==> config.mk <==
export PLATFORM = sky130hd
export DESIGN_NAME = adc_conversion_sequencer
export DESIGN_NICKNAME = d
export VERILOG_FILES = /design/src/adc_seq_pkg.sv /design/src/adc_conversion_sequencer.sv
export VERILOG_INCLUDE_DIRS = /design/src
export SDC_FILE = /design/constraint.sdc
export NUM_CORES = 1
export LEC_CHECK = 0
export BUFFER_PORTS_ARGS = -buffer_cell sky130_fd_sc_hd__buf_4
export CORE_AREA = 2 2 134 136
export DETAILED_ROUTE_END_ITERATION = 10
export DIE_AREA = 0 0 136 138
export GPL_TIMING_DRIVEN = 0
export PLACE_DENSITY_LB_ADDON = 0.25
export SLEW_MARGIN = 25
export SYNTH_ARGS = -nofsm -noshare
export SYNTH_HDL_FRONTEND = slang
export SYNTH_SLANG_ARGS = --single-unit
export TNS_END_PERCENT = 30
==> constraint.sdc <==
create_clock -name sys_clk -period 6.4 [get_ports sys_clk]
set_clock_uncertainty 0.05 [all_clocks]
set_input_delay 0.64 -clock sys_clk [delete_from_list [all_inputs] [get_ports sys_clk]]
set_output_delay 0.64 -clock sys_clk [all_outputs]
set_load 0.02 [all_outputs]
==> src/adc_seq_params.svh <==
/*
  Register offsets, field positions and reset values of the conversion sequencer.
  Assumes byte addresses on an 8-bit register port with 32-bit data.
*/
`ifndef ADC_SEQ_PARAMS_SVH
`define ADC_SEQ_PARAMS_SVH

// ============================================================
// Register offsets
`define ADC_OFS_START 8'h00
`define ADC_OFS_TRIG 8'h04
`define ADC_OFS_MODE 8'h08
`define ADC_OFS_CHAN 8'h0C
`define ADC_OFS_FLAGS 8'h10
`define ADC_OFS_SLOT0 8'h20
`define ADC_OFS_PRIO_RES 8'h40

// ============================================================
// Field positions
`define ADC_START_NORMAL 0
`define ADC_START_PRIO 1
`define ADC_TRIG_NORM_EN 0
`define ADC_TRIG_PRIO_EN 1
`define ADC_TRIG_NORM_SRC 2
`define ADC_TRIG_PRIO_SRC 3
`define ADC_TRIG_DUAL 4
`define ADC_TRIG_DSEL_LO 5
`define ADC_MODE_SCAN 0
`define ADC_MODE_REPEAT 1
`define ADC_MODE_ITM_LO 2
`define ADC_CHAN_FIX_LO 0
`define ADC_CHAN_PRIO_LO 4
`define ADC_CHAN_SSTA_LO 8
`define ADC_CHAN_SCNT_LO 12
`define ADC_FLAG_EOC 0
`define ADC_FLAG_BUSY 1
`define ADC_FLAG_PEOC 2
`define ADC_FLAG_PBUSY 3
`define ADC_RES_VALID 31
`define ADC_RES_OVR 30

// ============================================================
// Reset values and encodings
`define ADC_TRIG_RST 7'h00
`define ADC_MODE_RST 5'h00
`define ADC_CHAN_RST 16'h0000
`define ADC_DSEL_EXT 2'h1
`define ADC_DSEL_TIMER 2'h2
`define ADC_SLOTS 8

`endif

==> src/adc_seq_pkg.sv <==
/*
  Types shared by the conversion sequencer.
  Assumes adc_seq_params.svh supplies the numeric constants.
*/
package adc_seq_pkg;
  typedef enum logic [1:0] {S_IDLE, S_NORM, S_PRIO} seq_state_e;
  typedef enum logic [1:0] {
    MODE_FIX_SINGLE = 2'h0,
    MODE_SCAN_SINGLE = 2'h1,
    MODE_FIX_REPEAT = 2'h2,
    MODE_SCAN_REPEAT = 2'h3
  } conv_mode_e;
  typedef logic [3:0] chan_t;
endpackage

==> src/adc_conversion_sequencer.sv <==
/*
  Sequencer for one converter unit: normal and top-priority conversions, flags,
  result slots and completion requests.
  Assumes an external converter core that takes conv_start with conv_channel,
  drops the conversion on conv_abort, and answers with a one-cycle conv_done
  no earlier than the cycle after conv_start.
*/
// Operation
// - Normal software start begins selected-mode conversion.
// - Priority software start begins priority conversion.
// - Four normal modes; priority always fixed single.
// - Source zero uses pin; dual mode selects trigger.
// - Hardware starts need their own enable bit.
// - Software start still works with hardware enabled.
// - Normal start sets normal busy.
// - Priority start sets priority busy, keeps normal flags.
// - Priority pre-empts normal, which resumes same channel.
// - Hardware priority trigger pre-empts the same way.
// - Clearing repeat ends a fixed run after current conversion, a scan after its last channel.
// - New normal start aborts, clears flags, restarts.
// - Fixed single completion: flag, idle, interrupt, store.
// - Scan single: flags and interrupt after whole scan.
// - Results by channel; slots four-seven repeat only.
// - Fixed repeat keeps busy; interval one stores slot zero.
// - Interval eight fills slots zero-seven then wraps.
// - Scan repeat: flag, interrupt, restart; count field plus one.
// - Channel from fixed field or scan fields.
// - Repeat and scan encode the four modes.
// - Priority completion sets its flag and interrupt.
// - Reading a completion flag clears it.
`include "adc_seq_params.svh"
`timescale 1ns/1ps
`default_nettype none

module adc_conversion_sequencer #(
  parameter int DATA_W = 12
) (
  // Clock and reset
  input wire logic sys_clk,
  input wire logic rst_n,
  // Register port
  input wire logic [7:0] reg_addr,
  input wire logic [31:0] reg_wdata,
  input wire logic reg_wr,
  input wire logic reg_rd,
  output logic [31:0] reg_rdata,
  // Hardware triggers
  input wire logic ext_trigger_pin,
  input wire logic timer_trigger,
  // Converter core
  output logic conv_start,
  output logic conv_abort,
  output adc_seq_pkg::chan_t conv_channel,
  input wire logic conv_done,
  input wire logic [DATA_W-1:0] conv_data,
  // Completion requests
  output logic unit_a_done_irq,
  output logic unit_a_priority_done_irq
);
  import adc_seq_pkg::*;

  // ============================================================
  // State
  seq_state_e state, next_state;
  logic normal_hw_trigger_en, next_normal_hw_trigger_en;
  logic priority_hw_trigger_en, next_priority_hw_trigger_en;
  logic normal_hw_source_sel, next_normal_hw_source_sel;
  logic priority_hw_source_sel, next_priority_hw_source_sel;
  logic dual_unit_mode, next_dual_unit_mode;
  logic [1:0] dual_trigger_select, next_dual_trigger_select;
  logic scan_bit, next_scan_bit;
  logic repeat_bit, next_repeat_bit;
  logic [2:0] itm, next_itm;
  chan_t fixed_channel_sel, next_fixed_channel_sel;
  chan_t priority_channel_sel, next_priority_channel_sel;
  chan_t scan_start_channel, next_scan_start_channel;
  logic [3:0] scan_channel_count, next_scan_channel_count;
  logic eoc_flag, next_eoc_flag;
  logic busy_flag, next_busy_flag;
  logic prio_eoc_flag, next_prio_eoc_flag;
  logic prio_busy_flag, next_prio_busy_flag;
  chan_t cur_ch, next_cur_ch;
  logic [2:0] rep_cnt, next_rep_cnt;
  logic [DATA_W-1:0] res_data [`ADC_SLOTS];
  logic [DATA_W-1:0] next_res_data [`ADC_SLOTS];
  logic [`ADC_SLOTS-1:0] result_valid_flag, next_result_valid_flag;
  logic [`ADC_SLOTS-1:0] result_overrun_flag, next_result_overrun_flag;
  logic [DATA_W-1:0] prio_data, next_prio_data;
  logic ext_prev;
  logic [31:0] next_reg_rdata;
  logic next_conv_start, next_conv_abort;
  chan_t next_conv_channel;
  logic next_done_irq, next_prio_irq;

  // ============================================================
  // Trigger decode
  logic ext_rise, normal_sw_start, priority_sw_start, normal_go, prio_go;

  // Source select 0 means the pin (or, in dual mode, the selected trigger); 1 means the timer.
  function automatic logic hw_event(input logic src, input logic dual, input logic [1:0] dsel,
                                    input logic ext, input logic tmr);
    if (src) return tmr;
    if (!dual) return ext;
    return (dsel == `ADC_DSEL_EXT) ? ext : ((dsel == `ADC_DSEL_TIMER) ? tmr : 1'b0);
  endfunction

  // Slot index of a result address, or 8 when the address is not a slot.
  function automatic logic [3:0] slot_of(input logic [7:0] a);
    if (a >= `ADC_OFS_SLOT0 && a < `ADC_OFS_PRIO_RES && a[1:0] == 2'h0)
      return {1'b0, 3'(a[4:2])};
    return 4'h8;
  endfunction

  assign ext_rise = ext_trigger_pin & ~ext_prev;
  assign normal_sw_start = reg_wr && reg_addr == `ADC_OFS_START && reg_wdata[`ADC_START_NORMAL];
  assign priority_sw_start = reg_wr && reg_addr == `ADC_OFS_START && reg_wdata[`ADC_START_PRIO];
  // Software starts stay live beside hardware ones.
  assign normal_go = normal_sw_start || (normal_hw_trigger_en &&
    hw_event(normal_hw_source_sel, dual_unit_mode, dual_trigger_select, ext_rise, timer_trigger));
  assign prio_go = priority_sw_start || (priority_hw_trigger_en &&
    hw_event(priority_hw_source_sel, dual_unit_mode, dual_trigger_select, ext_rise, timer_trigger));

  // ============================================================
  // Next-state logic
  always_comb begin
    logic [2:0] slot;
    logic last_ch;
    logic [3:0] rs;
    slot = 3'h0;
    last_ch = (cur_ch == chan_t'(scan_start_channel + scan_channel_count));
    rs = slot_of(reg_addr);
    next_state = state;
    next_normal_hw_trigger_en = normal_hw_trigger_en;
    next_priority_hw_trigger_en = priority_hw_trigger_en;
    next_normal_hw_source_sel = normal_hw_source_sel;
    next_priority_hw_source_sel = priority_hw_source_sel;
    next_dual_unit_mode = dual_unit_mode;
    next_dual_trigger_select = dual_trigger_select;
    next_scan_bit = scan_bit;
    next_repeat_bit = repeat_bit;
    next_itm = itm;
    next_fixed_channel_sel = fixed_channel_sel;
    next_priority_channel_sel = priority_channel_sel;
    next_scan_start_channel = scan_start_channel;
    next_scan_channel_count = scan_channel_count;
    next_eoc_flag = eoc_flag;
    next_busy_flag = busy_flag;
    next_prio_eoc_flag = prio_eoc_flag;
    next_prio_busy_flag = prio_busy_flag;
    next_cur_ch = cur_ch;
    next_rep_cnt = rep_cnt;
    next_res_data = res_data;
    next_result_valid_flag = result_valid_flag;
    next_result_overrun_flag = result_overrun_flag;
    next_prio_data = prio_data;
    next_conv_start = 1'b0;
    next_conv_abort = 1'b0;
    next_conv_channel = conv_channel;
    next_done_irq = 1'b0;
    next_prio_irq = 1'b0;
    next_reg_rdata = 32'h0000_0000;

    // Reads: data for the next cycle, then read side effects (any set below wins).
    if (reg_rd) begin
      if (reg_addr == `ADC_OFS_TRIG)
        next_reg_rdata = {25'h0, dual_trigger_select, dual_unit_mode, priority_hw_source_sel,
                          normal_hw_source_sel, priority_hw_trigger_en, normal_hw_trigger_en};
      else if (reg_addr == `ADC_OFS_MODE)
        next_reg_rdata = {27'h0, itm, repeat_bit, scan_bit};
      else if (reg_addr == `ADC_OFS_CHAN)
        next_reg_rdata = {16'h0, scan_channel_count, scan_start_channel, priority_channel_sel,
                          fixed_channel_sel};
      else if (reg_addr == `ADC_OFS_FLAGS) begin
        next_reg_rdata = {28'h0, prio_busy_flag, prio_eoc_flag, busy_flag, eoc_flag};
        next_eoc_flag = 1'b0;
        next_prio_eoc_flag = 1'b0;
      end else if (reg_addr == `ADC_OFS_PRIO_RES)
        next_reg_rdata = {32'(prio_data)};
      else if (!rs[3]) begin
        next_reg_rdata = {result_valid_flag[rs[2:0]], result_overrun_flag[rs[2:0]],
                          30'(res_data[rs[2:0]])};
        next_result_valid_flag[rs[2:0]] = 1'b0;
        next_result_overrun_flag[rs[2:0]] = 1'b0;
      end
    end

    // Configuration writes.
    if (reg_wr) begin
      if (reg_addr == `ADC_OFS_TRIG) begin
        next_normal_hw_trigger_en = reg_wdata[`ADC_TRIG_NORM_EN];
        next_priority_hw_trigger_en = reg_wdata[`ADC_TRIG_PRIO_EN];
        next_normal_hw_source_sel = reg_wdata[`ADC_TRIG_NORM_SRC];
        next_priority_hw_source_sel = reg_wdata[`ADC_TRIG_PRIO_SRC];
        next_dual_unit_mode = reg_wdata[`ADC_TRIG_DUAL];
        next_dual_trigger_select = reg_wdata[`ADC_TRIG_DSEL_LO +: 2];
      end else if (reg_addr == `ADC_OFS_MODE) begin
        next_scan_bit = reg_wdata[`ADC_MODE_SCAN];
        next_repeat_bit = reg_wdata[`ADC_MODE_REPEAT];
        next_itm = reg_wdata[`ADC_MODE_ITM_LO +: 3];
      end else if (reg_addr == `ADC_OFS_CHAN) begin
        next_fixed_channel_sel = reg_wdata[`ADC_CHAN_FIX_LO +: 4];
        next_priority_channel_sel = reg_wdata[`ADC_CHAN_PRIO_LO +: 4];
        next_scan_start_channel = reg_wdata[`ADC_CHAN_SSTA_LO +: 4];
        next_scan_channel_count = reg_wdata[`ADC_CHAN_SCNT_LO +: 4];
      end
    end

    // Normal completion; the mode bits at completion decide, so a cleared repeat bit ends the run.
    if (conv_done && state == S_NORM) begin
      next_state = S_IDLE;
      slot = (repeat_bit && !scan_bit) ? rep_cnt : {1'b0, cur_ch[1:0]};
      next_res_data[slot] = conv_data;
      next_result_overrun_flag[slot] = result_valid_flag[slot];
      next_result_valid_flag[slot] = 1'b1;
      unique case (conv_mode_e'({repeat_bit, scan_bit}))
        MODE_FIX_SINGLE: begin
          next_eoc_flag = 1'b1;
          next_busy_flag = 1'b0;
          next_done_irq = 1'b1;
        end
        MODE_SCAN_SINGLE: begin
          if (last_ch) begin
            next_eoc_flag = 1'b1;
            next_busy_flag = 1'b0;
            next_done_irq = 1'b1;
          end else
            next_cur_ch = cur_ch + 4'h1;
        end
        MODE_FIX_REPEAT: begin
          if (rep_cnt == itm) begin
            next_eoc_flag = 1'b1;
            next_done_irq = 1'b1;
            next_rep_cnt = 3'h0;
          end else
            next_rep_cnt = rep_cnt + 3'h1;
        end
        MODE_SCAN_REPEAT: begin
          if (last_ch) begin
            next_eoc_flag = 1'b1;
            next_done_irq = 1'b1;
            next_cur_ch = scan_start_channel;
          end else
            next_cur_ch = cur_ch + 4'h1;
        end
      endcase
    end

    // Priority completion.
    if (conv_done && state == S_PRIO) begin
      next_state = S_IDLE;
      next_prio_data = conv_data;
      next_prio_eoc_flag = 1'b1;
      next_prio_busy_flag = 1'b0;
      next_prio_irq = 1'b1;
    end

    // A new normal start aborts the one in flight and clears its status.
    if (normal_go) begin
      next_busy_flag = 1'b1;
      next_eoc_flag = 1'b0;
      next_done_irq = 1'b0;
      next_result_valid_flag = '0;
      next_result_overrun_flag = '0;
      next_cur_ch = scan_bit ? scan_start_channel : fixed_channel_sel;
      next_rep_cnt = 3'h0;
      if (state == S_NORM && !conv_done) begin
        next_conv_abort = 1'b1;
        next_state = S_IDLE;
      end
    end

    // A priority start pre-empts without touching the normal channel pointer or flags.
    if (prio_go) begin
      next_prio_busy_flag = 1'b1;
      if (state != S_IDLE && !conv_done) begin
        next_conv_abort = 1'b1;
        next_state = S_IDLE;
      end
    end

    // Issue: pending priority first, then the suspended or running normal sequence.
    if (state == S_IDLE && !normal_go && !prio_go) begin
      if (prio_busy_flag) begin
        next_state = S_PRIO;
        next_conv_start = 1'b1;
        next_conv_channel = priority_channel_sel;
      end else if (busy_flag) begin
        next_state = S_NORM;
        next_conv_start = 1'b1;
        next_conv_channel = cur_ch;
      end
    end
  end

  // ============================================================
  // Registers
  always_ff @(posedge sys_clk) begin
    if (!rst_n) begin
      state <= S_IDLE;
      {dual_trigger_select, dual_unit_mode, priority_hw_source_sel, normal_hw_source_sel,
       priority_hw_trigger_en, normal_hw_trigger_en} <= `ADC_TRIG_RST;
      {itm, repeat_bit, scan_bit} <= `ADC_MODE_RST;
      {scan_channel_count, scan_start_channel, priority_channel_sel, fixed_channel_sel} <= `ADC_CHAN_RST;
      eoc_flag <= 1'b0;
      busy_flag <= 1'b0;
      prio_eoc_flag <= 1'b0;
      prio_busy_flag <= 1'b0;
      cur_ch <= '0;
      rep_cnt <= 3'h0;
      res_data <= '{default: '0};
      result_valid_flag <= '0;
      result_overrun_flag <= '0;
      prio_data <= '0;
      ext_prev <= 1'b0;
      reg_rdata <= 32'h0000_0000;
      conv_start <= 1'b0;
      conv_abort <= 1'b0;
      conv_channel <= '0;
      unit_a_done_irq <= 1'b0;
      unit_a_priority_done_irq <= 1'b0;
    end else begin
      state <= next_state;
      normal_hw_trigger_en <= next_normal_hw_trigger_en;
      priority_hw_trigger_en <= next_priority_hw_trigger_en;
      normal_hw_source_sel <= next_normal_hw_source_sel;
      priority_hw_source_sel <= next_priority_hw_source_sel;
      dual_unit_mode <= next_dual_unit_mode;
      dual_trigger_select <= next_dual_trigger_select;
      scan_bit <= next_scan_bit;
      repeat_bit <= next_repeat_bit;
      itm <= next_itm;
      fixed_channel_sel <= next_fixed_channel_sel;
      priority_channel_sel <= next_priority_channel_sel;
      scan_start_channel <= next_scan_start_channel;
      scan_channel_count <= next_scan_channel_count;
      eoc_flag <= next_eoc_flag;
      busy_flag <= next_busy_flag;
      prio_eoc_flag <= next_prio_eoc_flag;
      prio_busy_flag <= next_prio_busy_flag;
      cur_ch <= next_cur_ch;
      rep_cnt <= next_rep_cnt;
      res_data <= next_res_data;
      result_valid_flag <= next_result_valid_flag;
      result_overrun_flag <= next_result_overrun_flag;
      prio_data <= next_prio_data;
      ext_prev <= ext_trigger_pin;
      reg_rdata <= next_reg_rdata;
      conv_start <= next_conv_start;
      conv_abort <= next_conv_abort;
      conv_channel <= next_conv_channel;
      unit_a_done_irq <= next_done_irq;
      unit_a_priority_done_irq <= next_prio_irq;
    end
  end

  // ============================================================
  // Assertions
  a_normal_start_busy: assert property (@(posedge sys_clk) disable iff (!rst_n)
    normal_go |=> busy_flag && !eoc_flag) else $error("normal start did not set busy");
  a_prio_start_busy: assert property (@(posedge sys_clk) disable iff (!rst_n)
    prio_go && !normal_go && !conv_done |=> prio_busy_flag && busy_flag == $past(busy_flag))
    else $error("priority start disturbed normal busy");
  a_prio_preempt_seq: assert property (@(posedge sys_clk) disable iff (!rst_n)
    state == S_NORM && prio_go && !normal_go && !conv_done |=> conv_abort ##1
    (conv_start && conv_channel == $past(priority_channel_sel, 2) && state == S_PRIO))
    else $error("priority pre-emption sequence wrong");
  a_restart_clears: assert property (@(posedge sys_clk) disable iff (!rst_n)
    normal_go |=> result_valid_flag == '0 && result_overrun_flag == '0)
    else $error("restart left result flags set");
  a_single_done: assert property (@(posedge sys_clk) disable iff (!rst_n)
    conv_done && state == S_NORM && !repeat_bit && !scan_bit && !normal_go
    |=> !busy_flag && eoc_flag && unit_a_done_irq) else $error("single completion wrong");
  a_repeat_busy: assert property (@(posedge sys_clk) disable iff (!rst_n)
    conv_done && state == S_NORM && repeat_bit |=> busy_flag)
    else $error("repeat mode dropped busy");
  a_prio_done: assert property (@(posedge sys_clk) disable iff (!rst_n)
    conv_done && state == S_PRIO && !prio_go
    |=> prio_eoc_flag && !prio_busy_flag && unit_a_priority_done_irq && prio_data == $past(conv_data))
    else $error("priority completion wrong");
  a_read_clears: assert property (@(posedge sys_clk) disable iff (!rst_n)
    reg_rd && reg_addr == `ADC_OFS_FLAGS && !conv_done |=> !eoc_flag && !prio_eoc_flag)
    else $error("flag read did not clear");
  a_hw_gate: assert property (@(posedge sys_clk) disable iff (!rst_n)
    !normal_hw_trigger_en && !normal_sw_start && !busy_flag |=> !busy_flag)
    else $error("normal start without enable");
  a_repeat_wrap: assert property (@(posedge sys_clk) disable iff (!rst_n)
    conv_done && state == S_NORM && repeat_bit && !scan_bit && !normal_go && rep_cnt == itm
    |=> rep_cnt == 3'h0 && eoc_flag) else $error("repeat slot wrap wrong");
endmodule // adc_conversion_sequencer

`default_nettype wire

==> flow_summary.yaml <==
outcome:
  status: "complete, no violations"
synth:
  synth_area_mm2: 0.00937
  synth-compound-area-share_pct: 14.7
  async_flop_share_pct: 0
  ys_warn_count: 0
  synth_xor_area_share_pct: 1.17
  yosys.area_share.adder_pct: 0.881
  synth_seq_cells: 192
  synth_edf_count: 0
  synthCells: 1014
  yosys-mux-area-fraction_pct: 16.3
  ys_seq_area_share_pct: 41.0
  synth-simple-area-share_pct: 20.6
  syn_area_per_cell_um2: 9.24
  synth_ff_type: "dfxtp_1"
  ys_types: 76
  synth_top_family_by_area: "simple AND/OR/NAND/NOR gates"
sta:
  setup_tns_ns: 0
  min_period_over_period_pct: 45.9
  finalHoldViolCount: 0
  fin_crit_ns: 2.94
  slew_headroom_pct: 34.9
  clock.fmax_ghz: 0.340
  worst_slack_ns: 3.46
  rsz0062_at_grt: "no"
  tightestPinTransition_ns: 0.969
  drv_slew: 0
  setup_viol: 0
setup_path:
  cp_max_fo: 6
  worstSetupStartpoint: "scan_start_channel[0]$_SDFFE_PN0P_"
  critical-path-max-stage-delay_ns: 0.48
  crit_chain: "ha_1 -> inv_1 -> fa_1 -> xnor3_1 -> nor3_2 -> inv_1 -> o311ai_2 -> a21oi_1 -> o311a_1"
  critical_path_arrival_ns: 3.22
  worst-endpoint-required_ns: 6.68
  cpMaxStageDelayCell: "dfxtp_1"
  worstSetupStartpointType: "flop"
  crit_path_end_kind: "flop"
  crit_top_cell: "inv_1"
  r2r_start: "scan_start_channel[0]$_SDFFE_PN0P_"
  worstSetupPathType: "reg2reg"
cts:
  ctsResizeCount: 0
  cts_setup_buffers: 0
  path_clk_slew_ns: 0.07
  numCtsBuffers: 17
  clockRootBuffer: "clkbuf_16"
  cts_tree: "yes"
  cts.path.max_buffers: 2
  clock_sinks: 192
  cts.htree.levels: 4
  clock_latency_ns: 0.44
  ctsHoldBuffers: 0
finish:
  area_growth_pct: 14.1
  layout-drive-gt1-share_pct: 15.2
  final_nets: 1164
  multi_input_area_mm2: 0.00508
  stdcell_count: 1341
  final_cell_mix: "192 x dfxtp_1, 151 x nand2_1, 103 x mux2i_1, 89 x nor2b_1, 73 x buf_4"
  n_fill_cell: 1556
  final_common_cell: "dfxtp_1"
  antenna_cells: 0
  area.sequential_mm2: 0.00384
place:
  placed_cells: 1309
  dp_worst_setup_slack_ns: 3.13
  hpwl_um: 19900
  port_buffers: 53
  place.gp.congestion: 0.983
job:
  maxCapViolCount: 0
floorplan:
  die_area_mm2: 0.0188
  num_rows: 49
  dieHeight_um: 138
  io_pins: 99
  core_area_mm2: 0.0175
  initial_utilization_pct: 53.4
  dieWidth_um: 136
drt:
  totalWireLength_um: 27700
  ant_nets: 0
  routedWlPerCell_um: 20.7
  viasPerCell: 5.83
  first_pass_iters: 6
  dr_total_vias: 7815
  post-route-drc-count: 0
  drt_iter0_markers: 833
global_routing:
  grt_overflow: 0
  grt_pass1_vias: 7537
  grt_pass1_wl_um: 42800
  antenna_found_initial: 0
  grt_max_degree: 17
  grt_usage_pct: 30.1
power:
  p_per_area_mw_per_mm2: 228
  power_leakage_nw: 3.91
  peakVddDrop_mv: 0.173
  power_mw: 2.43
hold_path:
  worstHoldStart: "ext_trigger_pin"
  min-delay-path-class: "in2reg"
## synthesized netlist by cell type (8+ instances only)
| master | n | area, um2 |
|---|---|---|
| a21boi_0 | 40 | 300 |
| a21boi_1 | 14 | 105 |
| a21oi_1 | 38 | 190 |
| and2_1 | 9 | 56.3 |
| buf_2 | 15 | 75.1 |
| buf_4 | 20 | 150 |
| clkbuf_1 | 47 | 176 |
| dfxtp_1 | 192 | 3840 |
| inv_1 | 14 | 52.6 |
| mux2_2 | 8 | 90.1 |
| mux2i_1 | 103 | 1030 |
| mux4_2 | 17 | 383 |
| nand2_1 | 151 | 567 |
| nand3_1 | 20 | 100 |
| nand4_1 | 9 | 56.3 |
| nor2_1 | 40 | 150 |
| nor2b_1 | 89 | 557 |
| nor3_1 | 11 | 55.1 |
| o21ai_0 | 25 | 125 |
| o22ai_1 | 11 | 68.8 |
## state kept, by name (all words and copies together) (netlist names), 2 cells and up
| name | count |
|---|---|
| scan_start_channel | 4 |
| itm | 3 |
| state | 2 |
| dual_trigger_select | 2 |
| prio_data | 12 |
| conv_channel | 4 |
| rep_cnt | 3 |
| reg_rdata | 18 |
| cur_ch | 4 |
| res_data | 96 |
| fixed_channel_sel | 4 |
| result_valid_flag | 8 |
| scan_channel_count | 4 |
| result_overrun_flag | 8 |
| priority_channel_sel | 4 |
## logic make-up (layout without fill, tap and decap cells)
group / after synthesis / after routing
multiplexers: 129 / 129
other: 1 / 14
AND/OR/NAND/NOR: 375 / 375
AO/OA/AOI/OAI: 196 / 196
XOR/XNOR: 11 / 11
adder cells (fa/ha/maj): 6 / 6
flip-flops: 192 / 192
buffers and inverters: 104 / 189
## report_power, final
group | switching [mW] | internal, mW
Combinational | 0.104 | 0.0571
Sequential | 0.00216 | 1.20
Clock | 0.475 | 0.598
Total | 0.582 | 1.85
## final timing paths
check / end / slack, ns / depth (start not counted)
hold reg to reg: res_data[40]$_SDFFE_PN0P_ / 0.40 / 2
setup reg to reg: cur_ch[3]$_SDFFE_PN0P_ / 3.46 / 9
hold / removal: ext_prev$_SDFF_PN0_ / 0.36 / 2
setup / recovery: cur_ch[3]$_SDFFE_PN0P_ / 3.46 / 9
## metal layers
metal  track usage, %  vias to the layer above  wire (um)
met4             13.7                        0        962
met1             40.3                     3710      11900
met5                0                        -          0
li1                 -                     3700          -
met2             47.9                      345      12800
met3             4.77                       60       2100
## metrics by stage
stage	utilization [%]	instance area, um2	hold slack, ns
global placement	57.6	10100	0.393
floorplan	-	9420	0.382
finish	61.0	10700	0.365
CTS	61.0	10700	0.353
global route	61.0	10700	0.370
detailed placement	57.6	10100	0.396
## worst max-delay path, delay by kind of cell (launching register included)
family	cells	cell delay [ns]
AO/OA/AOI/OAI	3	0.92
adder cells (fa/ha/maj)	2	0.62
flip-flops	1	0.48
XOR/XNOR	1	0.35
AND/OR/NAND/NOR	1	0.24
buffers and inverters	2	0.17
## layout make-up
cell class,count,area share [%]
tap,229,2.68
sequential,192,35.9
inverter,15,0.526
clock inverter,12,1.25
timing repair buffer,53,3.72
multi-input combinational,731,47.5
clock buffer,20,4.27
buffer,89,4.14
Power figures use the tool's default switching activity.
